**src/bbpm_defines.vh**
```
// register offsets, field positions, reset values and timing counts
// for the protection monitor; included by bbpm_top.v
`ifndef BBPM_DEFINES_VH
`define BBPM_DEFINES_VH
`define BBPM_CLK_HZ        10000000
`define BBPM_REG_CTRL      12'h000
`define BBPM_REG_MASK      12'h004
`define BBPM_REG_FAULT     12'h008
`define BBPM_REG_STATUS    12'h00C
`define BBPM_REG_CONV      12'h010
`define BBPM_REG_SAMPLE    12'h014
`define BBPM_REG_LIMIT     12'h018
// ctrl fields
`define BBPM_CTRL_LIM1     1:0
`define BBPM_CTRL_LIM2     3:2
`define BBPM_CTRL_LATCH    4
`define BBPM_CTRL_BULK     5
`define BBPM_CTRL_PMOS     6
`define BBPM_CTRL_PGINT    7
`define BBPM_CTRL_RESTART  8
`define BBPM_CTRL_RST      9'h000
// mask fields
`define BBPM_MSK_OV        0
`define BBPM_MSK_PG        1
`define BBPM_MSK_TEMP      2
`define BBPM_MSK_EXTOC     3
`define BBPM_MASK_RST      4'h0
// fault fields
`define BBPM_FLT_OV        0
`define BBPM_FLT_PG        1
`define BBPM_FLT_TEMP      2
`define BBPM_FLT_EXTOC     3
// converter control fields
`define BBPM_CONV_SEL      1:0
`define BBPM_CONV_TRIG     3:2
`define BBPM_CONV_GO       4
`define BBPM_TRIG_FAULT    2'h0
`define BBPM_TRIG_ONCE     2'h1
`define BBPM_TRIG_CONT     2'h2
`define BBPM_SEL_FB        2'h0
`define BBPM_SEL_VIN       2'h1
`define BBPM_SEL_CS2       2'h2
`define BBPM_SEL_CS1       2'h3
// thresholds in millivolts
`define BBPM_LIM_MV0       12'h0FA
`define BBPM_LIM_MV1       12'h2EE
`define BBPM_LIM_MV2       12'h5DC
`define BBPM_LIM_MV3       12'h9C4
`define BBPM_STEP_MV       12'h014
`define BBPM_TOP_CODE      7'h7F
// times
`define BBPM_PG_QUAL_US    3300
`define BBPM_OV_ARM_US     1000
`define BBPM_OV_FREQ_HZ    50000
`define BBPM_PG_QUAL_CYC   ((`BBPM_PG_QUAL_US * (`BBPM_CLK_HZ / 1000000)))
`define BBPM_OV_ARM_CYC    ((`BBPM_OV_ARM_US * (`BBPM_CLK_HZ / 1000000)))
`define BBPM_OV_DIV_CYC    (`BBPM_CLK_HZ / `BBPM_OV_FREQ_HZ)
`endif

```
**src/bbpm_top.v**
```verilog
// protection monitor of a four-switch buck-boost controller: sense limit
// comparators, overvoltage, power good, thermal, switch drive bits, monitor
// converter control. assumes an APB master on clk and pin inputs from
// analog comparators that are asynchronous to clk.
`timescale 1ns/1ps
`include "bbpm_defines.vh"
module bbpm_top
#(
  parameter PG_QUAL_CYC = `BBPM_PG_QUAL_CYC,
  parameter OV_ARM_CYC  = `BBPM_OV_ARM_CYC
)
(
  input  wire        clk,
  input  wire        reset,
  input  wire        psel,
  input  wire        penable,
  input  wire        pwrite,
  input  wire [11:0] paddr,
  input  wire [31:0] pwdata,
  output reg  [31:0] prdata,
  output reg         pready,
  output reg         pslverr,
  input  wire        sense_first_over,
  input  wire        sense_second_over,
  input  wire        ov_compare,
  input  wire        pg_inner_ok,
  input  wire        pg_outer_ok,
  input  wire        thermal_trip,
  input  wire        slewing,
  input  wire        soft_start_done,
  input  wire        switch_cycle,
  input  wire [11:0] monitor_mv,
  input  wire        monitor_done,
  output reg  [1:0]  limit_select_first,
  output reg  [1:0]  limit_select_second,
  output reg         overcurrent_flag_out,
  output reg         converter_suspend,
  output reg         in_high_switch_off,
  output reg         in_low_switch_on,
  output reg         out_modulate_discharge,
  output reg         thermal_all_off,
  output reg         thermal_discharge,
  output reg         ov_freq_tick,
  output reg         ov_freq_override,
  output reg         power_good,
  output reg         int_out,
  output reg         bulk_cap_switch_ctl,
  output reg         pmos_drive_ctl,
  output reg  [1:0]  monitor_select,
  output reg         monitor_start
);

  // threshold in millivolts for a two-bit select
  function [11:0] lim_mv;
    input [1:0] s;
    begin
      case (s)
        2'h0:    lim_mv = `BBPM_LIM_MV0;
        2'h1:    lim_mv = `BBPM_LIM_MV1;
        2'h2:    lim_mv = `BBPM_LIM_MV2;
        default: lim_mv = `BBPM_LIM_MV3;
      endcase
    end
  endfunction

  localparam ST_IDLE = 2'h0;
  localparam ST_BUSY = 2'h1;

  // pin synchronisers, two flops each
  localparam NSYNC = 10;
  wire [NSYNC-1:0] raw;
  reg  [NSYNC-1:0] sync1;
  reg  [NSYNC-1:0] sync2;
  assign raw = {monitor_done, switch_cycle, soft_start_done, slewing,
                thermal_trip, pg_outer_ok, pg_inner_ok, ov_compare,
                sense_second_over, sense_first_over};
  genvar gi;
  generate
    for (gi = 0; gi < NSYNC; gi = gi + 1)
    begin : g_sync
      always @(posedge clk or posedge reset)
      begin
        if (reset)
        begin
          sync1[gi] <= 1'b0;
          sync2[gi] <= 1'b0;
        end
        else
        begin
          sync1[gi] <= raw[gi];
          sync2[gi] <= sync1[gi];
        end
      end
    end
  endgenerate
  wire s_cs1   = sync2[0];
  wire s_cs2   = sync2[1];
  wire s_ov    = sync2[2];
  wire s_in    = sync2[3];
  wire s_out   = sync2[4];
  wire s_temp  = sync2[5];
  wire s_slew  = sync2[6];
  wire s_ssd   = sync2[7];
  wire s_cyc   = sync2[8];
  wire s_mdone = sync2[9];
  // sample value is a bus from a converter that holds it while done is up
  reg  [11:0] mv_hold;
  wire [11:0] mv_code = mv_hold / `BBPM_STEP_MV;
  reg         mdone_d;
  reg         fault_d;

  // registers
  reg  [8:0]  ctrl;
  reg  [3:0]  mask;
  reg  [3:0]  fault;
  reg  [4:0]  conv;
  reg  [6:0]  sample;
  reg         pg_reg;
  reg         ov_active;
  reg         ov_armed;
  reg         ov_hit;
  reg         pg_out_hit;
  reg         startup;
  reg         latched;
  reg         temp_seen;
  reg  [31:0] pg_cnt;
  reg  [31:0] arm_cnt;
  reg  [15:0] div_cnt;
  reg  [1:0]  mstate;
  reg         ssd_d;

  wire wr  = psel & penable & pwrite;
  wire rd  = psel & penable & ~pwrite;
  wire hit_ctrl  = paddr == `BBPM_REG_CTRL;
  wire hit_mask  = paddr == `BBPM_REG_MASK;
  wire hit_fault = paddr == `BBPM_REG_FAULT;
  wire hit_stat  = paddr == `BBPM_REG_STATUS;
  wire hit_conv  = paddr == `BBPM_REG_CONV;
  wire hit_samp  = paddr == `BBPM_REG_SAMPLE;
  wire hit_lim   = paddr == `BBPM_REG_LIMIT;
  wire mapped = hit_ctrl | hit_mask | hit_fault | hit_stat | hit_conv
              | hit_samp | hit_lim;

  // events; an overvoltage must still stand at the next cycle marker, so
  // a compare shorter than one switching cycle never counts
  wire ext_trip = s_cs1 | s_cs2;
  wire ov_ev  = ov_hit & s_cyc & ov_armed & ~s_slew
              & ~mask[`BBPM_MSK_OV];
  wire pg_low = pg_reg & pg_out_hit & s_cyc;
  wire any_fault = ov_ev | pg_low | s_temp | ext_trip;

  // apb slave: zero wait states, error on unmapped address
  always @(posedge clk or posedge reset)
  begin
    if (reset)
    begin
      pready  <= 1'b0;
      pslverr <= 1'b0;
      prdata  <= 32'h00000000;
    end
    else
    begin
      pready  <= psel & ~penable;
      pslverr <= psel & ~penable & ~mapped;
      prdata  <= 32'h00000000;
      if (psel & ~penable & ~pwrite)
      begin
        if (hit_ctrl)  prdata <= {23'h000000, ctrl};
        if (hit_mask)  prdata <= {28'h0000000, mask};
        if (hit_fault) prdata <= {28'h0000000, fault};
        if (hit_stat)  prdata <= {26'h0000000, latched, startup, ov_active,
                                  s_temp, ext_trip, pg_reg};
        if (hit_conv)  prdata <= {27'h0000000, conv};
        if (hit_samp)  prdata <= {25'h0000000, sample};
        if (hit_lim)   prdata <= {4'h0, lim_mv(ctrl[`BBPM_CTRL_LIM2]),
                                  4'h0, lim_mv(ctrl[`BBPM_CTRL_LIM1])};
      end
    end
  end

  // control and mask registers; restart bit self-clears
  always @(posedge clk or posedge reset)
  begin
    if (reset)
    begin
      ctrl <= `BBPM_CTRL_RST;
      mask <= `BBPM_MASK_RST;
    end
    else
    begin
      ctrl[`BBPM_CTRL_RESTART] <= 1'b0;
      if (wr & pready & hit_ctrl)
        ctrl <= pwdata[8:0];
      if (wr & pready & hit_mask)
        mask <= pwdata[3:0];
    end
  end

  // fault register: sticky, set wins, cleared only by writing one to the bit
  always @(posedge clk or posedge reset)
  begin
    if (reset)
      fault <= 4'h0;
    else
      fault <= (fault & ~((wr & pready & hit_fault) ? pwdata[3:0] : 4'h0))
             | {ext_trip, s_temp, pg_low, ov_ev};
  end

  // overvoltage: needs compare across a full switching cycle
  always @(posedge clk or posedge reset)
  begin
    if (reset)
    begin
      ov_hit    <= 1'b0;
      ov_active <= 1'b0;
      ov_armed  <= 1'b0;
      arm_cnt   <= 32'h00000000;
      ssd_d     <= 1'b0;
    end
    else
    begin
      ssd_d <= s_ssd;
      if (!s_ov)
        ov_hit <= 1'b0;
      else if (s_cyc)
        ov_hit <= 1'b1;
      if (s_slew | ~s_ssd)
      begin
        ov_armed <= 1'b0;
        arm_cnt  <= 32'h00000000;
      end
      else if (!ov_armed)
      begin
        if (arm_cnt >= OV_ARM_CYC - 1)
          ov_armed <= 1'b1;
        arm_cnt <= arm_cnt + 32'h00000001;
      end
      if (mask[`BBPM_MSK_OV])
        ov_active <= 1'b0;
      else if (ov_ev)
        ov_active <= 1'b1;
      else if (!s_ov)
        ov_active <= 1'b0;
    end
  end

  // power good: qualify inner window, drop on wide window miss
  always @(posedge clk or posedge reset)
  begin
    if (reset)
    begin
      pg_reg     <= 1'b0;
      pg_cnt     <= 32'h00000000;
      pg_out_hit <= 1'b0;
      startup    <= 1'b1;
    end
    else
    begin
      if (s_out)
        pg_out_hit <= 1'b0;
      else if (s_cyc)
        pg_out_hit <= 1'b1;
      if (!s_in)
        pg_cnt <= 32'h00000000;
      else if (pg_cnt < PG_QUAL_CYC)
        pg_cnt <= pg_cnt + 32'h00000001;
      if (mask[`BBPM_MSK_PG])
        pg_reg <= 1'b0;
      else if (pg_low)
        pg_reg <= 1'b0;
      else if (s_in && pg_cnt >= PG_QUAL_CYC - 1)
      begin
        pg_reg  <= 1'b1;
        startup <= 1'b0;
      end
    end
  end

  // overcurrent flag, latch, thermal, switch drive and interrupt outputs
  always @(posedge clk or posedge reset)
  begin
    if (reset)
    begin
      overcurrent_flag_out   <= 1'b0;
      latched                <= 1'b0;
      converter_suspend      <= 1'b0;
      temp_seen              <= 1'b0;
      thermal_all_off        <= 1'b0;
      thermal_discharge      <= 1'b0;
      in_high_switch_off     <= 1'b0;
      in_low_switch_on       <= 1'b0;
      out_modulate_discharge <= 1'b0;
      ov_freq_override       <= 1'b0;
      power_good             <= 1'b0;
      int_out                <= 1'b0;
      limit_select_first     <= 2'h0;
      limit_select_second    <= 2'h0;
      bulk_cap_switch_ctl    <= 1'b0;
      pmos_drive_ctl         <= 1'b0;
    end
    else
    begin
      overcurrent_flag_out <= ext_trip;
      limit_select_first   <= ctrl[`BBPM_CTRL_LIM1];
      limit_select_second  <= ctrl[`BBPM_CTRL_LIM2];
      // a trip in the restart cycle wins: the fault is still there
      if (ext_trip & ctrl[`BBPM_CTRL_LATCH])
        latched <= 1'b1;
      else if (ctrl[`BBPM_CTRL_RESTART])
        latched <= 1'b0;
      converter_suspend <= latched | (ext_trip & ctrl[`BBPM_CTRL_LATCH]);
      // thermal: all off while hot, discharge once cooled
      if (s_temp)
        temp_seen <= 1'b1;
      else if (ctrl[`BBPM_CTRL_RESTART])
        temp_seen <= 1'b0;
      thermal_all_off   <= s_temp;
      thermal_discharge <= temp_seen & ~s_temp;
      // thermal off overrides the overvoltage drive pattern
      in_high_switch_off     <= ov_active | s_temp;
      in_low_switch_on       <= ov_active & ~s_temp;
      out_modulate_discharge <= ov_active & ~s_temp;
      ov_freq_override       <= ov_active;
      power_good <= pg_reg;
      // pin shows power good state inverted during startup when selected
      int_out <= (|(fault & ~mask))
               | (ctrl[`BBPM_CTRL_PGINT] & startup
                  & ~mask[`BBPM_MSK_PG]);
      bulk_cap_switch_ctl <= ctrl[`BBPM_CTRL_BULK];
      pmos_drive_ctl      <= ctrl[`BBPM_CTRL_PMOS];
    end
  end

  // fixed 50 kHz tick used in place of the programmed frequency
  always @(posedge clk or posedge reset)
  begin
    if (reset)
    begin
      div_cnt      <= 16'h0000;
      ov_freq_tick <= 1'b0;
    end
    else
    begin
      ov_freq_tick <= 1'b0;
      if (!ov_active)
        div_cnt <= 16'h0000;
      else if (div_cnt == `BBPM_OV_DIV_CYC - 1)
      begin
        div_cnt      <= 16'h0000;
        ov_freq_tick <= 1'b1;
      end
      else
        div_cnt <= div_cnt + 16'h0001;
    end
  end

  // monitor converter: select, trigger modes and sample coding
  always @(posedge clk or posedge reset)
  begin
    if (reset)
    begin
      conv           <= 5'h00;
      mstate         <= ST_IDLE;
      monitor_start  <= 1'b0;
      monitor_select <= 2'h0;
      sample         <= 7'h00;
      mv_hold        <= 12'h000;
      mdone_d        <= 1'b0;
      fault_d        <= 1'b0;
    end
    else
    begin
      monitor_start <= 1'b0;
      conv[`BBPM_CONV_GO] <= 1'b0;
      // edge detectors: a lasting thermal or sense trip asks one read, a lasting overvoltage asks at each cycle marker; a done tail is stale
      mdone_d <= s_mdone;
      fault_d <= any_fault;
      if (wr & pready & hit_conv)
        conv <= pwdata[4:0];
      monitor_select <= conv[`BBPM_CONV_SEL];
      case (mstate)
        ST_IDLE:
        begin
          if ((conv[`BBPM_CONV_TRIG] == `BBPM_TRIG_FAULT
               & any_fault & ~fault_d)
              | (conv[`BBPM_CONV_TRIG] == `BBPM_TRIG_ONCE
                 & conv[`BBPM_CONV_GO])
              | (conv[`BBPM_CONV_TRIG] == `BBPM_TRIG_CONT))
          begin
            monitor_start <= 1'b1;
            mstate        <= ST_BUSY;
          end
        end
        ST_BUSY:
        begin
          if (s_mdone & ~mdone_d)
          begin
            mv_hold <= monitor_mv;
            mstate  <= ST_IDLE;
          end
        end
        default: mstate <= ST_IDLE;
      endcase
      // unsigned code of voltage over step, clamped at top code
      if (|mv_code[11:7])
        sample <= `BBPM_TOP_CODE;
      else
        sample <= mv_code[6:0];
    end
  end

endmodule

```
**config.mk**
```make
export PLATFORM = sky130hd
export DESIGN_NAME = bbpm_top
export DESIGN_NICKNAME = d
export VERILOG_FILES = /design/src/bbpm_top.v
export VERILOG_INCLUDE_DIRS = /design/src
export SDC_FILE = /design/constraint.sdc
export NUM_CORES = 1
export LEC_CHECK = 0
export BUFFER_PORTS_ARGS = -buffer_cell sky130_fd_sc_hd__buf_2
export CAP_MARGIN = 30
export CELL_PAD_IN_SITES_DETAIL_PLACEMENT = 1
export CELL_PAD_IN_SITES_GLOBAL_PLACEMENT = 2
export CORE_UTILIZATION = 38
export CTS_BUF_LIST = sky130_fd_sc_hd__clkbuf_8
export DETAILED_ROUTE_END_ITERATION = 12
export GPL_ROUTABILITY_DRIVEN = 0
export PLACE_DENSITY_LB_ADDON = 0.1
export SETUP_SLACK_MARGIN = 0.4
export SLEW_MARGIN = 20
export SYNTH_ARGS = -nofsm -noshare
export SYNTH_HDL_FRONTEND = slang
export SYNTH_SLANG_ARGS = --single-unit
```
**constraint.sdc**
```tcl
create_clock -name clk -period 9.1 [get_ports clk]
set_clock_uncertainty 0.15 [all_clocks]
set_input_delay 1.365 -clock clk [delete_from_list [all_inputs] [get_ports clk]]
set_output_delay 1.365 -clock clk [all_outputs]
set_load 0.02 [all_outputs]
```
Yosys cells after proc, flatten, opt, wreduce, memory -nomap -nowiden
Cells that the tools add are included.

word-level totals
  bits in registers = 206
  output and inout port bits = 54
  logic and storage cells = 202

operators by class
  add/subtract/negate cells = 3
  div/mod/pow operators = 1
  magnitude comparators = 3
  equality and inequality tests = 20
  mux-type cells = 42
  bitwise gates (word level) = 57
  reduce and logical (&&, ||, !) cells = 15

operators with widths
  cell                                                                     count
  32-bit two-way mux                                                       11
  12-bit one-hot mux with 3 select lines                                   2
  32-bit by 1-bit adder with 32-bit output, second input constant          2
  12-bit by 5-bit == test with 1-bit output, second input constant         3
  32-bit by 14-bit >= comparator with 1-bit output, second input constant  1
  32-bit by 16-bit >= comparator with 1-bit output, second input constant  1
  32-bit by 16-bit < comparator with 1-bit output, second input constant   1
  16-bit two-way mux                                                       2
  1-bit AND                                                                25
  12-bit by 4-bit == test with 1-bit output, second input constant         2
  1-bit two-way mux                                                        19
  9-bit two-way mux                                                        2
  16-bit by 1-bit adder with 16-bit output, second input constant          1
  16-bit by 8-bit == test with 1-bit output, second input constant         1
  1-bit OR                                                                 16
  12-bit by 5-bit divider with 12-bit output, second input constant        1
  12-bit by 3-bit == test with 1-bit output, second input constant         1
  12-bit zero test                                                         1
  1-bit NOT                                                                11
  4-bit AND                                                                2
  2-bit by 1-bit == test with 1-bit output, second input constant          4
  2-bit zero test                                                          4
  4-bit NOT                                                                2
  7-bit two-way mux                                                        1
  16 further kinds                                                         25

Longest topological paths before layout
  word-level depth = 13
  depth in mapped cells = 11
  mapped depth without buffers = 9

Worst setup path before layout
OpenSTA, ideal clock, no wires.

  path kind = input to register
  start = input paddr[9]
  end = register ctrl[0]
  setup time = 0.125 ns
  arrival time = 3.064 ns
  slack = 5.761 ns
  cell stages on the path = 5
  path through = or4_4 nor4_4 nand2_1 nor4_4 mux2_2

between the ends
  cells in the longest elaborated chain, start to end = 2

RTL lines
  element                            line            RTL
  start, declared                    bbpm_top.v:18   input wire [11:0] paddr,
  12-bit zero test (no source line)  n/a
  1-bit AND                          bbpm_top.v:192  if (wr & pready & hit_ctrl)
  end signal, assigned               bbpm_top.v:186  ctrl <= `BBPM_CTRL_RST;
  end signal, assigned               bbpm_top.v:193  ctrl <= pwdata[8:0];
  end, declared                      bbpm_top.v:113  reg [8:0] ctrl;

Every way passes these cells.
A chain may end at the register's enable or synchronous reset.

Worst setup path after layout
  start = input paddr[9]
  end = register ctrl[6]

Same word-level chain as after synthesis.

==> impl_metrics.ini <==
[synthesis]
ys_ff_latch = 192
yosysSeqAreaShare = 0.5548
syn_area_um2 = 8662
ys_types = 75
yosys.area.top_type = dfrtp_1
syn_inst = 809
postSynthAreaPerCell_um2 = 10.71
synth_area_leaders = dfrtp_1 55%, mux2_2 3.8%, nor2_1 3.7%, xor2_1 3.4%, nand2_1 2.4%
yosysWarnings = 0
synthFlopType = dfrtp_1
synth_edf_count = 0
synthArstFlopShare = 1.000
yosysTopAreaCellShare = 0.5518

[worst_hold_path]
holdPathStages = 0
hp-class = register to register

[floorplan]
floorplan.die_area_um2 = 23400
coreArea_um2 = 22090
fp.dieW_um = 153.0
top_level_ports = 125
row_count = 54
fp.dieH_um = 153.0
start_util = 0.3921

[outcome]
status = completed

[timing]
rsz0062_at_grt = false
period_needed_ns = 3.384
whs_ns = 0.2084
hold_viol = 0
tightest_slew_ns = 0.8636
tns_ns = 0
drv_slew = 0
maxSlewHeadroom = 0.4243
fmax_ghz = 0.2955
fin_crit_sh = 0.3719
setup_viol = 0

[pwr]
sw_frac_of_total = 0.3404
peakVddDrop_mv = 0.1694
clockPowerShare = 0.280
powerDensity_nw_per_um2 = 212.8
pwr-share-seq = 0.498
leakage_nw = 4.360
power_switching_mw = 0.7007
comb_power_share = 0.222
p_int_mw = 1.358

[finish]
reg_top3 = arm_cnt (32), pg_cnt (32), prdata (21)
final_area_um2 = 9674
fin_cells = 1173
fill_cells = 2480
syn_to_final_growth_pct = 11.69
final_layout_size_suffix_gt1_frac = 0.1939
finish.utilization = 0.4379
nets = 954

[global_route]
grt.overflow.total = 0
grt_pass1_vias = 6570
antenna_found_initial = 1
grt_max_degree = 130
grt_pass1_wl_um = 34440
track_usage = 0.1846

[worst_setup_path]
r2r_setup_slack_ns = 5.76
cp-endpoint = ctrl[6]
worst_r2r_endpoint = sample[0]
crit_path_end_kind = register
arrival_ns = 3.58
r2r-start = mv_hold[9]
cp-startpoint = paddr[9]
worstPathRequired_ns = 9.29
worstRegToRegCells = 8
worstPathMaxFanout = 9
worstSetupPathType = primary input to register
startpoint_type = primary input

[clock_tree]
insertion_delay_ns = 0.47
cts_tree = yes
cts_resized = 0
cts_setup_buffers = 0
cts_inserted_buffers = 17
cts-root-buf = clkbuf_8
holdBufCountCts = 0
cts_sinks = 192
clock_path_buffers = 2
clkTransAtPathRegs_ns = 0.10
h-tree-depth = 4

[route]
via_per_inst = 5.354
num_vias = 6280
wl_per_cell_um = 17.55
firstDrtPassIters = 5
drtAntennaViolNets = 0
wirelength_um = 20590
drt_iter0_markers = 279
drcViolationCount = 0

[flow_run]
drv_cap = 0

[place]
place_hpwl_um = 14630
port_buffers = 90
placed_area_um2 = 9238
placed_cells = 1139
-- layer usage --
layer | track usage | wire length (um) | share of wire
met5 | 0 | 0 | 0
met4 | 0.04666 | 147 | 0.0071
met3 | 0.03261 | 640 | 0.031
met2 | 0.3073 | 10190 | 0.49
met1 | 0.2493 | 9614 | 0.47
-- per-stage QoR --
stage | total power [mW] | setup slack (ns)
after floorplan | 1.404 | 2.359
after global placement | 1.475 | 5.291
after detailed placement | 1.500 | 5.231
after CTS | 2.082 | 5.722
after global routing | 2.182 | 5.566
final | 2.058 | 5.716
-- cells in the final DEF (no fill, tap or decap), types with 17 or more instances in the layout --
master / count
xor2_1: 34
and2_1: 31
o21ai_0: 26
nor2_1: 86
dfrtp_1: 191
nand3_1: 33
xnor2_1: 24
nand4_1: 22
a21oi_1: 17
nor3_1: 21
mux2_2: 29
buf_2: 90
clkbuf_8: 18
nand2_1: 56
inv_1: 20
-- synthesized netlist by cell type (15+ instances only) --
master	count
nor3_1	21
nand4_1	22
nor4_1	16
xor2_1	34
a21oi_1	17
nand2_1	56
nor2_1	86
inv_1	21
o21ai_0	26
and2_1	31
mux2_2	29
buf_4	15
xnor2_1	24
clkbuf_1	22
nand3_1	33
dfrtp_1	191
-- cells by family after synthesis --
logic type      after synthesis  synth area share
flops                       192            0.5548
xor+xnor                     58           0.05865
mux                          32           0.04261
buf+inv                      72           0.04160
other cells                   1         0.0004329
simple gates                345            0.2136
compound gates              106           0.08393
fa+ha+maj                     3          0.004334
-- layout make-up --
cell class | count | area (um^2) | area share
well taps | 280 | 350.3 | 0.03621
inverters | 22 | 90.09 | 0.009312
repair buffers | 94 | 498.0 | 0.05147
flip-flops and latches | 192 | 4806 | 0.4968
clock buffers | 18 | 247.7 | 0.02561
diodes | 1 | 2.502 | 0.0002587
multi-input cells | 553 | 3526 | 0.3645
clock inverters | 13 | 153.9 | 0.01591
-- power groups by stage --
stage | logic (mW) | clock network (mW) | registers [mW]
detailed placement | 0.457 | 0 | 1.04
CTS | 0.459 | 0.597 | 1.03
finish | 0.457 | 0.575 | 1.03
floorplan | 0.459 | 0 | 0.945
global placement | 0.439 | 0 | 1.04
global route | 0.510 | 0.629 | 1.04
-- how the worst min path moves through the flow --
stage / startpoint / to
global route: sync1[9] / s_mdone
detailed placement: sync1[9] / s_mdone
CTS: sync1[9] / s_mdone
global placement: sync1[7] / s_ssd
floorplan: sync1[0] / s_cs1
finish: sync1[9] / s_mdone
-- worst max-delay path, stage by stage --
cell and delay (ns):
buf_2 0.10, or4_4 0.54, nor4_4 0.35, nand2_1 0.19
nor4_4 0.62, mux2_2 0.41
No activity file was read; power rests on OpenSTA's default activity.
